[config.mk]
export PLATFORM = sky130hd
export DESIGN_NAME = atc_cell_tc
export DESIGN_NICKNAME = d
export VERILOG_FILES = /design/src/hw/atc_pkg.sv /design/src/hw/atc_cell_tc.sv
export VERILOG_INCLUDE_DIRS = /design/src /design/src/hw
export SDC_FILE = /design/constraint.sdc
export NUM_CORES = 1
export LEC_CHECK = 0
export BUFFER_PORTS_ARGS = -buffer_cell sky130_fd_sc_hd__buf_4
export CELL_PAD_IN_SITES_DETAIL_PLACEMENT = 1
export CELL_PAD_IN_SITES_GLOBAL_PLACEMENT = 1
export CORE_MARGIN = 4
export CORE_UTILIZATION = 45
export CTS_CLUSTER_DIAMETER = 50
export CTS_CLUSTER_SIZE = 14
export DETAILED_ROUTE_END_ITERATION = 7
export PLACE_DENSITY_LB_ADDON = 0.08
export SLEW_MARGIN = 20
export SYNTH_ARGS = -nofsm -noshare
export SYNTH_HDL_FRONTEND = slang
export SYNTH_SLANG_ARGS = --single-unit
[constraint.sdc]
create_clock -name clk -period 4.3 [get_ports clk]
set_input_delay 0.43 -clock clk [delete_from_list [all_inputs] [get_ports clk]]
set_output_delay 0.43 -clock clk [all_outputs]
set_load 0.005 [all_outputs]
[src/hw/atc_defs.svh]
// Register offsets, field positions and fixed cell constants
`ifndef ATC_DEFS_SVH
`define ATC_DEFS_SVH
`define ATC_OFS_CTRL 8'h00
`define ATC_OFS_CMD 8'h04
`define ATC_OFS_STAT 8'h08
`define ATC_OFS_MASK 8'h0C
`define ATC_OFS_DFLAG 8'h10
`define ATC_PAGE_DESC 4'h2
`define ATC_PAGE_HEAD 4'h4
`define ATC_CMD_HALT 0
`define ATC_CMD_RESYNC 1
`define ATC_ST_UNDER 4
`define ATC_ST_OVER 5
`define ATC_MASK_RST 32'hFFFF_FFFF
`define ATC_IDLE_HDR 32'h0000_0001
`define ATC_IDLE_PAY 8'h6A
`define ATC_HEC_POLY 8'h07
`define ATC_HEC_COSET 8'h55
`define ATC_HDR_LAST 6'h04
`define ATC_PAY_FIRST 6'h05
`define ATC_CELL_LAST 6'h34
`define ATC_BIT_LAST 3'h7
`define ATC_ALPHA 3'h7
`define ATC_DELTA 3'h6
`define ATC_SCR_LEN 43
`endif

[src/hw/atc_pkg.sv]
// Types shared by the cell transmission-convergence block
package atc_pkg;
   typedef enum logic [1:0] {
      DL_HUNT = 2'b00,
      DL_PRESYNC = 2'b01,
      DL_SYNC = 2'b11
   } atc_delin_t;
   typedef struct packed {
      logic camEn;
      logic scrEn;
      logic rxEn;
      logic txEn;
   } atc_ctrl_t;
   typedef struct packed {
      logic [7:0] data;
      logic first;
      logic last;
      logic camOk;
   } atc_rxbyte_t;
endpackage

[src/hw/atc_cell_tc.sv]
// Cell transmit, delineation, filtering and payload scrambling over APB
//Contract
// - Start sends one idle cell first
// - Bypass descriptor: idle cell, advance
// - Ready sends user cell, else idle
// - Stop on halt, underrun or disable
// - Optional x^43+1 payload scramble, header clear
// - Scrambler state spans cells, ignores connection
// - Delineate first, store only afterwards
// - Bad HEC cells still stored in sync
// - Idle cell payloads are discarded
// - Store only on header table match, any user cell in CAM mode
// - CAM mode: store first, match after
// - Receive until overrun or disable; resync only restarts hunt
// - Alpha seven, delta six
// - Hunt: CRC of word versus next byte
// - Word search may take four cells
// - Presync: bad HEC or resync to hunt
// - Sixth good HEC: sync, store that cell
// - Seventh bad HEC: hunt, cell dropped
// - Resync in sync returns to hunt
// - Descrambler self-synchronises within 43 bits
// - Resync waits for current cell end in presync and sync; in hunt it restarts the search at once
`timescale 1ns/10ps
`include "atc_defs.svh"
module atc_cell_tc import atc_pkg::*; #(
   parameter int NDESC = 4,
   parameter int NHEAD = 4
) (
   input wire logic clk,
   input wire logic nrst,
   input wire logic psel,
   input wire logic penable,
   input wire logic pwrite,
   input wire logic [7:0] paddr,
   input wire logic [31:0] pwdata,
   output logic [31:0] prdata,
   output logic pready,
   output logic pslverr,
   input wire logic lineClk,
   input wire logic lineRxd,
   output logic lineTxd,
   input wire logic camMatch,
   input wire logic [7:0] txData,
   input wire logic txValid,
   output logic txReady,
   output atc_rxbyte_t rxByte,
   output logic rxValid,
   input wire logic rxReady
);
   function automatic logic [7:0] atcHec(input logic [31:0] w);
      logic [7:0] c;
      c = 8'h00;
      for (int i = 31; i >= 0; i--) begin
         c = {c[6:0], 1'b0} ^ ((c[7] ^ w[i]) ? `ATC_HEC_POLY : 8'h00);
      end
      return c ^ `ATC_HEC_COSET;
   endfunction

   function automatic logic [7:0] atcCellByte(input logic [5:0] idx,
      input logic [31:0] hdr, input logic user, input logic [7:0] pay);
      logic [7:0] b;
      case (idx)
         6'h00: b = hdr[31:24];
         6'h01: b = hdr[23:16];
         6'h02: b = hdr[15:8];
         6'h03: b = hdr[7:0];
         `ATC_HDR_LAST: b = atcHec(hdr);
         default: b = user ? pay : `ATC_IDLE_PAY;
      endcase
      return b;
   endfunction

   // Pin synchronisers; first stage only feeds second
   logic [1:0] clkSync, rxdSync, camSync;
   logic clkPrev;
   always_ff @(posedge clk) begin
      if (!nrst) begin
         clkSync <= 2'b00;
         rxdSync <= 2'b00;
         camSync <= 2'b00;
         clkPrev <= 1'b0;
      end else begin
         clkSync <= {clkSync[0], lineClk};
         rxdSync <= {rxdSync[0], lineRxd};
         camSync <= {camSync[0], camMatch};
         clkPrev <= clkSync[1];
      end
   end
   wire lineRise = clkSync[1] & ~clkPrev;
   wire rxBit = rxdSync[1];

   // Register file
   atc_ctrl_t ctrl;
   logic [31:0] headMask;
   logic [2*NDESC-1:0] descFlags;
   logic [31:0] descHdr [NDESC];
   logic [31:0] headTab [NHEAD];
   logic underrun, overrun, haltPend, resyncPend;
   logic [31:0] rdNext;

   wire acc = psel & penable & pready;
   wire wr = acc & pwrite;
   wire rd = acc & ~pwrite;
   wire pageDesc = paddr[7:4] == `ATC_PAGE_DESC;
   wire pageHead = paddr[7:4] == `ATC_PAGE_HEAD;
   wire [1:0] slot = paddr[3:2];
   wire slotDesc = 32'(slot) < NDESC;
   wire slotHead = 32'(slot) < NHEAD;
   wire hitFix = paddr == `ATC_OFS_CTRL || paddr == `ATC_OFS_CMD
      || paddr == `ATC_OFS_STAT || paddr == `ATC_OFS_MASK
      || paddr == `ATC_OFS_DFLAG;
   wire mapped = paddr[1:0] == 2'b00
      && (hitFix || (pageDesc && slotDesc) || (pageHead && slotHead));
   wire cmdWr = wr && mapped && paddr == `ATC_OFS_CMD;
   wire stWr = wr && mapped && paddr == `ATC_OFS_STAT;

   // Transmit state
   logic txRun, txStop, txUser, txBufFull;
   logic [31:0] txHdr;
   logic [5:0] txByteCnt;
   logic [2:0] txBitCnt;
   logic [7:0] txShift, txBuf;
   logic [`ATC_SCR_LEN-1:0] tScr;
   logic [$clog2(NDESC)-1:0] dIdx;
   // Receive state
   atc_delin_t dl;
   logic rxRun, rxStop, rxFill, rxStore;
   logic [1:0] huntCnt;
   logic [5:0] rxByteCnt;
   logic [2:0] rxBitCnt, goodCnt, badCnt;
   logic [39:0] rxWin;
   logic [7:0] rxDesc;
   logic [`ATC_SCR_LEN-1:0] rScr;

   always_comb begin
      rdNext = 32'h0000_0000;
      if (pageDesc) begin
         rdNext = descHdr[slot];
      end else if (pageHead) begin
         rdNext = headTab[slot];
      end else begin
         case (paddr)
            `ATC_OFS_CTRL: rdNext = {28'h000_0000, ctrl};
            `ATC_OFS_STAT: rdNext = {26'h000_0000, overrun, underrun,
               rxRun, txRun, dl};
            `ATC_OFS_MASK: rdNext = headMask;
            `ATC_OFS_DFLAG: rdNext = 32'(descFlags);
            default: rdNext = 32'h0000_0000;
         endcase
      end
   end

   // APB: one wait state, unmapped answers pslverr
   always_ff @(posedge clk) begin
      if (!nrst) begin
         pready <= 1'b0;
         pslverr <= 1'b0;
         prdata <= 32'h0000_0000;
      end else begin
         pready <= psel & penable & ~pready;
         pslverr <= psel & penable & ~pready & ~mapped;
         prdata <= (psel & penable & ~pready & mapped & ~pwrite)
            ? rdNext : 32'h0000_0000;
      end
   end

   // Transmit cell selection
   wire [1:0] curFlags = descFlags[2*dIdx +: 2];
   wire txGo = ctrl.txEn & ~txStop;
   wire txCellEnd = txBitCnt == `ATC_BIT_LAST
      && txByteCnt == `ATC_CELL_LAST;
   wire startCell = lineRise & ~txRun & txGo;
   wire nextCell = lineRise & txRun & txCellEnd & txGo & ~haltPend;
   wire pickUser = nextCell & ~curFlags[1] & curFlags[0];
   wire advance = nextCell & (curFlags[1] | curFlags[0]);
   wire [31:0] newHdr = pickUser ? descHdr[dIdx] : `ATC_IDLE_HDR;
   wire [5:0] txNextIdx = txByteCnt + 6'h01;
   wire needPay = txUser && txNextIdx >= `ATC_PAY_FIRST;
   wire txStarve = lineRise & txRun & txBitCnt == `ATC_BIT_LAST
      & ~txCellEnd & needPay & ~txBufFull;
   wire txScr = ctrl.scrEn & (txByteCnt >= `ATC_PAY_FIRST);
   wire txRaw = txShift[3'h7 - txBitCnt];
   wire txOut = txRaw ^ (txScr & tScr[`ATC_SCR_LEN-1]);
   wire txTake = txValid & txReady;

   always_ff @(posedge clk) begin
      if (!nrst) begin
         txRun <= 1'b0;
         txStop <= 1'b0;
         txUser <= 1'b0;
         txHdr <= `ATC_IDLE_HDR;
         txByteCnt <= 6'h00;
         txBitCnt <= 3'h0;
         txShift <= 8'h00;
         tScr <= '0;
         lineTxd <= 1'b1;
         dIdx <= '0;
      end else begin
         if (ctrl.txEn == 1'b0) begin
            txStop <= 1'b0;
         end
         if (startCell) begin
            txRun <= 1'b1;
            txUser <= 1'b0;
            txHdr <= `ATC_IDLE_HDR;
            txByteCnt <= 6'h00;
            txBitCnt <= 3'h0;
            txShift <= atcCellByte(6'h00, `ATC_IDLE_HDR, 1'b0, txBuf);
         end else if (lineRise && txRun) begin
            lineTxd <= txOut;
            if (txScr) begin
               tScr <= {tScr[`ATC_SCR_LEN-2:0], txOut};
            end
            txBitCnt <= txBitCnt + 3'h1;
            if (txBitCnt == `ATC_BIT_LAST) begin
               txByteCnt <= txNextIdx;
               txShift <= atcCellByte(txNextIdx, txHdr, txUser, txBuf);
               if (txStarve || (txCellEnd && !nextCell)) begin
                  txRun <= 1'b0;
                  txStop <= txStop | txStarve | haltPend;
               end else if (txCellEnd) begin
                  txUser <= pickUser;
                  txHdr <= newHdr;
                  txByteCnt <= 6'h00;
                  txShift <= atcCellByte(6'h00, newHdr, pickUser, txBuf);
               end
            end
         end
         if (advance) begin
            dIdx <= (32'(dIdx) == NDESC - 1) ? '0 : dIdx + 1'b1;
         end
         if (!ctrl.txEn) begin
            txRun <= 1'b0;
            lineTxd <= 1'b1;
         end else if (!txRun) begin
            lineTxd <= 1'b1;
         end
      end
   end

   // Payload prefetch from the user stream; stalls source via txReady
   always_ff @(posedge clk) begin
      if (!nrst) begin
         txBuf <= 8'h00;
         txBufFull <= 1'b0;
         txReady <= 1'b0;
      end else begin
         if (txTake) begin
            txBuf <= txData;
            txBufFull <= 1'b1;
         end else if (lineRise && txRun && txBitCnt == `ATC_BIT_LAST
               && needPay && !txCellEnd) begin
            txBufFull <= 1'b0;
         end
         txReady <= txRun & txUser & ~txBufFull & ~txTake
            & (txByteCnt != `ATC_CELL_LAST);
      end
   end

   // Receive: header lookup table
   logic [NHEAD-1:0] headHit;
   genvar g;
   generate
      for (g = 0; g < NHEAD; g++) begin : gHead
         assign headHit[g] =
            ((rxWin[38:7] ^ headTab[g]) & headMask) == 32'h0000_0000;
      end
   endgenerate

   wire [39:0] winNow = {rxWin[38:0], rxBit};
   wire byteDone = rxBitCnt == `ATC_BIT_LAST;
   wire hecOk = atcHec(winNow[39:8]) == winNow[7:0];
   wire isIdle = winNow[39:8] == `ATC_IDLE_HDR;
   wire inHdr = dl != DL_HUNT && rxByteCnt <= `ATC_HDR_LAST;
   wire rxScr = ctrl.scrEn & ~inHdr;
   wire rxD = rxBit ^ (rxScr & rScr[`ATC_SCR_LEN-1]);
   wire rxGo = ctrl.rxEn & ~rxStop;
   wire rxStep = lineRise & rxRun;
   wire rxHdrDone = rxStep && byteDone && dl != DL_HUNT
      && rxByteCnt == `ATC_HDR_LAST;
   wire rxCellEnd = rxStep && byteDone && dl != DL_HUNT
      && rxByteCnt == `ATC_CELL_LAST;
   // word then next byte, aligned search
   wire huntHit = rxStep && byteDone && dl == DL_HUNT
      && huntCnt == 2'b00 && rxFill && hecOk;
   // table hit, CAM mode stores every user cell
   wire keep = ~isIdle & (|headHit | ctrl.camEn);
   wire payByte = rxStep && byteDone && rxStore
      && rxByteCnt >= `ATC_PAY_FIRST;

   always_ff @(posedge clk) begin
      if (!nrst) begin
         dl <= DL_HUNT;
         rxRun <= 1'b0;
         rxStop <= 1'b0;
         rxFill <= 1'b0;
         rxStore <= 1'b0;
         huntCnt <= 2'b00;
         rxByteCnt <= 6'h00;
         rxBitCnt <= 3'h0;
         goodCnt <= 3'h0;
         badCnt <= 3'h0;
         rxWin <= '0;
         rxDesc <= 8'h00;
         rScr <= '0;
      end else begin
         if (!ctrl.rxEn) begin
            rxStop <= 1'b0;
         end
         rxRun <= rxGo;
         if (rxStep) begin
            rxWin <= winNow;
            rxDesc <= {rxDesc[6:0], rxD};
            if (rxScr) begin
               rScr <= {rScr[`ATC_SCR_LEN-2:0], rxBit};
            end
            rxBitCnt <= rxBitCnt + 3'h1;
            if (byteDone) begin
               huntCnt <= huntCnt + 2'b01;
               if (huntCnt == 2'b11) begin
                  rxFill <= 1'b1;
               end
               rxByteCnt <= (rxByteCnt == `ATC_CELL_LAST) ? 6'h00
                  : rxByteCnt + 6'h01;
            end
         end
         if (huntHit) begin
            dl <= DL_PRESYNC;
            rxByteCnt <= `ATC_PAY_FIRST;
            goodCnt <= 3'h0;
         end
         if (rxHdrDone) begin
            rxStore <= 1'b0;
            if (dl == DL_PRESYNC) begin
               // one bad HEC, sixth good enters sync
               if (!hecOk) begin
                  dl <= DL_HUNT;
               end else if (goodCnt + 3'h1 == `ATC_DELTA) begin
                  dl <= DL_SYNC;
                  badCnt <= 3'h0;
                  rxStore <= keep;
               end else begin
                  goodCnt <= goodCnt + 3'h1;
               end
            end else if (!hecOk && badCnt + 3'h1 == `ATC_ALPHA) begin
               dl <= DL_HUNT;
            end else begin
               // bad HEC cell still kept, idle dropped
               badCnt <= hecOk ? 3'h0 : badCnt + 3'h1;
               rxStore <= keep;
            end
         end
         // resync acted at cell end, from sync too
         if (rxCellEnd) begin
            rxStore <= 1'b0;
            if (resyncPend) begin
               dl <= DL_HUNT;
            end
         end
         if (payByte && rxValid && !rxReady) begin
            rxStop <= 1'b1;
         end
         if (!rxRun || (dl == DL_HUNT && resyncPend)
               || (rxHdrDone && dl == DL_PRESYNC && !hecOk)
               || (rxCellEnd && resyncPend)) begin
            if (!rxRun || dl == DL_HUNT) begin
               dl <= DL_HUNT;
            end
            huntCnt <= 2'b00;
            rxFill <= 1'b0;
            rxBitCnt <= rxRun ? rxBitCnt + {2'b00, rxStep} : 3'h0;
            rxStore <= 1'b0;
         end
      end
   end

   // Received payload stream; a byte not taken before the next is overrun
   always_ff @(posedge clk) begin
      if (!nrst) begin
         rxByte <= '0;
         rxValid <= 1'b0;
      end else if (payByte) begin
         rxValid <= 1'b1;
         rxByte.data <= {rxDesc[6:0], rxD};
         rxByte.first <= rxByteCnt == `ATC_PAY_FIRST;
         rxByte.last <= rxByteCnt == `ATC_CELL_LAST;
         rxByte.camOk <= ~ctrl.camEn | camSync[1];
      end else if (rxReady) begin
         rxValid <= 1'b0;
      end
   end

   // Software registers, commands and sticky errors
   logic [2*NDESC-1:0] flagClr;
   always_comb begin
      flagClr = '0;
      if (pickUser) begin
         flagClr[2*dIdx] = 1'b1;
      end
   end
   always_ff @(posedge clk) begin
      if (!nrst) begin
         ctrl <= '0;
         headMask <= `ATC_MASK_RST;
         descFlags <= '0;
         underrun <= 1'b0;
         overrun <= 1'b0;
         haltPend <= 1'b0;
         resyncPend <= 1'b0;
         for (int i = 0; i < NDESC; i++) begin
            descHdr[i] <= 32'h0000_0000;
         end
         for (int i = 0; i < NHEAD; i++) begin
            headTab[i] <= 32'h0000_0000;
         end
      end else begin
         if (wr && mapped && paddr == `ATC_OFS_CTRL) begin
            ctrl <= pwdata[3:0];
         end
         if (wr && mapped && paddr == `ATC_OFS_MASK) begin
            headMask <= pwdata;
         end
         if (wr && pageDesc && slotDesc) begin
            descHdr[slot] <= pwdata;
         end
         if (wr && pageHead && slotHead) begin
            headTab[slot] <= pwdata;
         end
         // Consumed descriptor hands ready back to software
         descFlags <= ((wr && mapped && paddr == `ATC_OFS_DFLAG)
            ? pwdata[2*NDESC-1:0] : descFlags) & ~flagClr;
         haltPend <= (haltPend & txRun)
            | (cmdWr & pwdata[`ATC_CMD_HALT]);
         resyncPend <= (resyncPend & ~rxCellEnd & rxRun & dl != DL_HUNT)
            | (cmdWr & pwdata[`ATC_CMD_RESYNC]);
         // Hardware set wins over write-one-to-clear
         underrun <= txStarve
            | (underrun & ~(stWr & pwdata[`ATC_ST_UNDER]));
         overrun <= (payByte & rxValid & ~rxReady)
            | (overrun & ~(stWr & pwdata[`ATC_ST_OVER]));
      end
   end
   wire unusedRd = rd;
endmodule

==> metrics.md, run 1 <==
| Metric | Value |
|---|---|
| Fill cells | `6700` |
| Die X | `258 µm` |
| Skew final | `0.0316 ns` |
| Part of the cycle the worst path needs | `0.926` |
| Initial antenna violation count | `5` |
| CTS Root Buffer Type | `clkbuf_16` |
| Maxcap violations | `0` |
| Core area | `0.0617 mm²` |
| Critical Path AT | `4.50 ns` |
| First-pass GRT wire length | `141000 µm` |
| Final hold vios | `0` |
| ANT nets after route | `0` |
| Clk_lat worst skew | `0.62 ns` |
| Main synth FF type | `dfxtp_1` |
| Synth cell types | `69` |
| Crit path top cell by count | `xnor2_4` |
| CP required | `4.82 ns` |
| Mapped Nets | `2841` |
| Fmax | `251 MHz` |
| Pin count of the biggest net entering global routing | `79` |
| DP Worst Slack | `0.348 ns` |
| WL per Instance | `25.2 µm` |
| Cells after Synth | `2754` |
| Synth Warn # | `0` |
| Crit path max-delay cell type | `or4_1` |
| RSZ-0062 raised after global routing | `no` |
| Row count | `91` |
| CP Max Fanout | `4` |
| Setup violations, final | `0` |
| Avg Cell Area, Syn | `10.2 µm²` |
| Total track usage | `0.278` |
| Post-synth EDFFs | `256` |
| Gp weighted congestion | `0.957` |
| Status | `completed` |
| I/O pins | `106` |
| Pwr/cell area | `387 mW/mm²` |
| Detailed Route Iter0 Violations | `1969` |
| Worst hold slack | `0.0276 ns` |
| Vias per cell | `5.79` |
| Die height | `258 µm` |
| Ys async rst share | `0` |
| Post-CTS setup buffer count | `0` |
| Most frequent cells in the layout | `nand2_1 (494), dfxtp_1 (321), nor2_1 (299)` |
| Leakage | `12.4 nW` |
| Starting Density | `0.455` |
| Clk slew on worst S/H paths | `0.06 ns` |
| Drt total wl | `93300 µm` |
| Slowest stage delay, CP | `0.51 ns` |
| Fin worst setup slack | `0.318 ns` |
| Port Buffers | `105` |
| Critical path cell sequence | `inv_1 -> ha_1 -> xnor2_4 -> xnor3_2 -> xnor2_4 -> xnor3_1 -> or3_1 -> a222oi_1 -> buf_4 -> a211oi_1 -> or4_1 -> o31ai_1` |
| CP Launch Point | `rxWin[37]` |
| Crit path time final | `3.98 ns` |
| Vias in the first global route | `22200` |
| CTS tree | `yes` |
| Worst VDD drop | `0.341 mV` |
| Overall power | `12.4 mW` |
| Min-delay worst type | `in2reg` |
| Startpoint types | `flip-flop` |
| Yosys reg bits | `579` |
| Proportion of layout cells with a drive suffix above 1 | `0.150` |
| H-tree depth | `3` |
| Layout net count | `2889` |
| RR Startpoint | `rxWin[37]` |
| Commonest non-fill, non-tap cell in the layout | `nand2_1` |
| DR DRC count | `0` |
| WS Path Type | `reg2reg` |
| Inserted Clock Buffers | `71` |
| Antenna Cells | `0` |
| Sink Count | `579` |
| Via count of the routed design | `21400` |
| Clock buffer depth | `3` |
| Worst slew pin tran | `0.922 ns` |
| Resized cells post-CTS | `0` |
| Slew Limit Headroom | `0.386` |
| Pins over their slew limit | `0` |
| Die footprint | `0.0665 mm²` |
| Area growth, synth to finish | `14.3%` |
| Grt total ovfl | `0` |
| Setup TNS | `0 ns` |
| Sequential share of the synthesized area | `0.504` |
| Synthesized cell area | `0.0281 mm²` |
| Hold path startpoint | `camMatch` |
| Crit. End Element | `flip-flop` |
| Hold buffers post-CTS | `0` |
| Placed wire-length estimate | `65600 µm` |
| 1st-pass router iterations | `5` |
power breakdown:
part / switching [mW] / internal (mW) / total (mW)
clock network: 2.59 / 3.42 / 6.00
registers: 0.0558 / 5.81 / 5.87
logic: 0.370 / 0.182 / 0.552
cell type report:
cell class | count | area (µm²) | share of cell area
Clock inverter | 46 | 399 | 0.0124
Timing Repair Buffer | 166 | 1260 | 0.0392
Clock buffer | 85 | 1970 | 0.0613
Multi-Input combinational cell | 1892 | 12900 | 0.402
Tap cell | 837 | 1050 | 0.0326
Sequential cell | 579 | 14200 | 0.441
Inverter | 92 | 350 | 0.0109
final timing paths:
path / cells after the start / to / slack, ns
worst min-delay path: 2 / camSync[0] / 0.03
worst max-delay path: 12 / rxBitCnt[1] / 0.32
worst max register to register: 12 / rxBitCnt[1] / 0.32
worst min register to register: 2 / rScr[23] / 0.45
cell families after synthesis:
family / after synthesis / share of synthesized area
adder cells (fa/ha/maj): 29 / 0.0129
AND/OR/NAND/NOR: 998 / 0.149
buffers and inverters: 283 / 0.0405
multiplexers: 130 / 0.0881
flip-flops: 579 / 0.504
AO/OA/AOI/OAI: 457 / 0.0995
XOR/XNOR: 278 / 0.106
per-layer routing:
metal,track usage,part of all wire,up-vias
li1,-,-,9711
met1,0.379,0.43,10800
met2,0.461,0.48,736
met3,0.0431,0.064,142
met4,0.0833,0.029,4
met5,0,0.00031,-
state kept, by name, indices dropped and copies added, names as in the netlist, 11 cells and up, named ones only:
| name | flops |
|---|---|
| headMask | 32 |
| prdata | 32 |
| rScr | 43 |
| rxWin | 39 |
| rxByte | 11 |
| descHdr | 128 |
| headTab | 128 |
| tScr | 43 |
| txHdr | 32 |
cell usage after synthesis, types with 3 or more instances:
| cell | instances | share of area |
|---|---|---|
| a211oi_1 | 9 | 0.0024 |
| a21o_1 | 3 | 0.00080 |
| a21oi_1 | 227 | 0.040 |
| a221oi_1 | 5 | 0.0016 |
| a222oi_1 | 8 | 0.0029 |
| a22oi_1 | 131 | 0.035 |
| a311oi_1 | 3 | 0.00094 |
| a31oi_1 | 5 | 0.0011 |
| and2_1 | 20 | 0.0045 |
| and3_1 | 4 | 0.00089 |
| buf_1 | 20 | 0.0027 |
| buf_2 | 8 | 0.0014 |
| buf_4 | 9 | 0.0024 |
| clkbuf_1 | 151 | 0.020 |
| dfxtp_1 | 323 | 0.23 |
| edfxtp_1 | 256 | 0.27 |
| ha_1 | 29 | 0.013 |
| inv_1 | 91 | 0.012 |
| mux2_2 | 7 | 0.0028 |
| mux2i_1 | 30 | 0.011 |
| mux4_2 | 93 | 0.075 |
| nand2_1 | 495 | 0.066 |
| nand2b_1 | 7 | 0.0016 |
| nand3_1 | 57 | 0.010 |
| nand3b_1 | 5 | 0.0013 |
| nand4_1 | 28 | 0.0062 |
| nand4b_1 | 3 | 0.00094 |
| nor2_1 | 302 | 0.040 |
| nor2b_1 | 4 | 0.00089 |
| nor3_1 | 32 | 0.0057 |
| nor4_1 | 11 | 0.0025 |
| nor4b_1 | 3 | 0.00094 |
| o21ai_0 | 41 | 0.0073 |
| o22ai_1 | 6 | 0.0013 |
| o31ai_1 | 3 | 0.00080 |
| or2_2 | 5 | 0.0011 |
| or3_1 | 10 | 0.0022 |
| xnor2_1 | 79 | 0.025 |
| xnor3_1 | 26 | 0.021 |
| xnor3_2 | 3 | 0.0025 |
| xnor3_4 | 3 | 0.0028 |
| xor2_1 | 162 | 0.051 |
through the flow:
stage | util | cell area, µm² | cells
after floorplan | - | 28100 | 2754
after global placement | 0.482 | 29700 | 3566
after detailed placement | 0.482 | 29700 | 3566
after CTS | 0.520 | 32100 | 3697
after global routing | 0.520 | 32100 | 3697
final | 0.520 | 32100 | 3697
critical path: cells and delay by family, from the launching register on:
family          cells  cell delay (ns)
buf+inv             2             0.27
xor+xnor            4             1.36
compound gates      3             0.62
flops               1             0.34
simple gates        2             0.89
fa+ha+maj           1             0.41
No activity file was read; power rests on OpenSTA's default activity.
==> inputs of run 2 (changes only) <==
--- a/config.mk
+++ b/config.mk
@@ -9,7 +9,7 @@
 export BUFFER_PORTS_ARGS = -buffer_cell sky130_fd_sc_hd__buf_4
 export CELL_PAD_IN_SITES_DETAIL_PLACEMENT = 1
 export CELL_PAD_IN_SITES_GLOBAL_PLACEMENT = 1
-export CORE_MARGIN = 4
+export CORE_MARGIN = 3
 export CORE_UTILIZATION = 45
 export CTS_CLUSTER_DIAMETER = 50
 export CTS_CLUSTER_SIZE = 14
==> metrics.md, run 2 (synthesized netlist as in run 1, its figures left out) <==
| Metric | Value |
|---|---|
| I/O pins | `106 (unchanged)` |
| Area growth, synth to finish | `15.3% (was 14.3%)` |
| Die X | `256 µm (was 258 µm)` |
| Total track usage | `0.283 (was 0.278)` |
| Detailed Route Iter0 Violations | `1865 (was 1969)` |
| Worst hold slack | `0.0356 ns (was 0.0276 ns)` |
| Crit path time final | `3.95 ns (was 3.98 ns)` |
| CTS tree | `yes (unchanged)` |
| Die height | `256 µm (was 258 µm)` |
| Sequential Power Share | `0.453 (was 0.472)` |
| Pwr/cell area | `400 mW/mm² (was 387 mW/mm²)` |
| Row count | `90 (was 91)` |
| Skew final | `0.0300 ns (was 0.0316 ns)` |
| Clk slew on worst S/H paths | `0.06 ns (about the same)` |
| Placed wire-length estimate | `65400 µm (was 65600 µm)` |
| Worst VDD drop | `0.293 mV (was 0.341 mV)` |
| Via count of the routed design | `21500 (was 21400)` |
| Core area | `0.0610 mm² (was 0.0617 mm²)` |
| 1st-pass router iterations | `5 (unchanged)` |
| Grt total ovfl | `0 (unchanged)` |
| Maxcap violations | `0 (unchanged)` |
| RSZ-0062 raised after global routing | `no (unchanged)` |
| Min-delay worst type | `in2reg (unchanged)` |
| Pins over their slew limit | `0 (unchanged)` |
| Port Buffers | `105 (unchanged)` |
| Vias in the first global route | `22300 (was 22200)` |
| Critical Path AT | `4.47 ns (was 4.50 ns)` |
| CP required | `4.83 ns (was 4.82 ns)` |
| First-pass GRT wire length | `141000 µm (about the same)` |
| ANT nets after route | `0 (unchanged)` |
| Worst slew pin tran | `0.971 ns (was 0.922 ns)` |
| DR DRC count | `0 (unchanged)` |
| Proportion of layout cells with a drive suffix above 1 | `0.153 (was 0.150)` |
| CP Max Fanout | `4 (unchanged)` |
| Gate power share | `0.043 (was 0.044)` |
| Sink Count | `579 (unchanged)` |
| Top Registers | `descHdr x128, headTab x128 (unchanged)` |
| Clock buffer depth | `3 (unchanged)` |
| Most frequent cells in the layout | `nand2_1 (495), dfxtp_1 (321), nor2_1 (299) (was nand2_1 (494), dfxtp_1 (321), nor2_1 (299))` |
| Gp weighted congestion | `0.956 (was 0.957)` |
| Drt total wl | `93800 µm (was 93300 µm)` |
| WS Path Type | `reg2reg (unchanged)` |
| Clk_lat worst skew | `0.63 ns (was 0.62 ns)` |
| Final hold vios | `0 (unchanged)` |
| Leakage | `12.5 nW (was 12.4 nW)` |
| WL per Instance | `25.4 µm (was 25.2 µm)` |
| Slew Limit Headroom | `0.353 (was 0.386)` |
| Initial antenna violation count | `0 (was 5)` |
| Setup TNS | `0 ns (unchanged)` |
| Vias per cell | `5.81 (was 5.79)` |
| Clock share of power | `0.505 (was 0.483)` |
| Fill cells | `6629 (was 6700)` |
| Die footprint | `0.0654 mm² (was 0.0665 mm²)` |
| Commonest non-fill, non-tap cell in the layout | `nand2_1 (unchanged)` |
| Psw | `3.14 mW (was 3.01 mW)` |
| Setup violations, final | `0 (unchanged)` |
| Sequential cell area | `0.0142 mm² (unchanged)` |
| Startpoint types | `flip-flop (unchanged)` |
| Pint | `9.82 mW (was 9.42 mW)` |
| Fmax | `253 MHz (was 251 MHz)` |
| Part of the cycle the worst path needs | `0.918 (was 0.926)` |
| Layout net count | `2896 (was 2889)` |
| Crit. End Element | `flip-flop (unchanged)` |
| Starting Density | `0.460 (was 0.455)` |
| Sw Share | `0.242 (about the same)` |
| CTS Root Buffer Type | `clkbuf_16 (unchanged)` |
| H-tree depth | `3 (unchanged)` |
| Pin count of the biggest net entering global routing | `73 (was 79)` |
| Inserted Clock Buffers | `75 (was 71)` |
| Multi-input gate area | `0.0129 mm² (about the same)` |
| Status | `completed (unchanged)` |
run 2: changes by cell type in the layout (fill, tap and decap cells not counted), moves of 2 or more:
cell	before	now
bufinv_16	1	4
clkbuf_1	7	5
clkbuf_16	77	80
clkbuf_8	1	4
clkinv_2	11	4
clkinvlp_4	7	2
inv_4	2	0
inv_6	11	19
inv_8	3	6
run 2: layer usage:
metal,global-route usage,share of wire,vias up
met5,0,0,-
met4,0.0984,0.033,0
met3,0.0490,0.070,151
met2,0.464,0.47,751
met1,0.379,0.42,10900
li1,-,-,9733
run 2: cell type report:
type                    instances  area share
inverters                      92      0.0108
repair buffers                169      0.0400
flip-flops and latches        579       0.437
diodes                          1   0.0000773
clock buffers                  90      0.0643
multi-input cells            1892       0.399
clock inverters                48      0.0167
well taps                     828      0.0320
run 2: repair_timing:
action	in CTS	in global routing
setup buffers	0	1
hold buffers	1	0
resized for setup	0	0
endpoints found under the hold margin	1	0
setup endpoints to repair	0	7
run 2: path summary, 6_finish.rpt:
path | startpoint | end | slack [ns] | cells after the start
max | rxWin[37] | rxBitCnt[1] | 0.35 | 12
min | lineClk | clkSync[0] | 0.04 | 2
max reg2reg | rxWin[37] | rxBitCnt[1] | 0.35 | 12
min reg2reg | tScr[22] | tScr[23] | 0.45 | 2
run 2: power by group through the flow:
stage / Clock, mW / Combinational, mW / Sequential [mW]
2_1_floorplan: 0 / 0.285 / 5.97
3_3_place_gp: 0 / 0.549 / 5.98
3_5_place_dp: 0 / 0.550 / 5.99
4_1_cts: 6.66 / 0.554 / 5.87
5_1_grt: 6.89 / 0.576 / 5.88
6_report: 6.54 / 0.553 / 5.87
run 2: worst max-delay path, stage by stage, from the launching register on:
cell	delay, ns
dfxtp_1	0.33
inv_1	0.07
ha_1	0.40
xnor2_4	0.28
xnor3_2	0.44
xnor2_4	0.25
xnor3_1	0.44
or3_1	0.38
a222oi_1	0.34
buf_4	0.20
a211oi_1	0.14
or4_1	0.50
o31ai_1	0.08
run 2: per-stage QoR:
step	std cells	utilization	power, mW	area [µm²]	setup WS [ns]
after floorplan	2754	-	6.26	28100	-0.401
after detailed placement	3558	0.487	6.54	29700	0.174
final	3699	0.530	13.0	32400	0.355
after global placement	3558	0.487	6.53	29700	0.286
after global routing	3698	0.530	13.3	32400	0.0921
after CTS	3697	0.530	13.1	32400	0.142
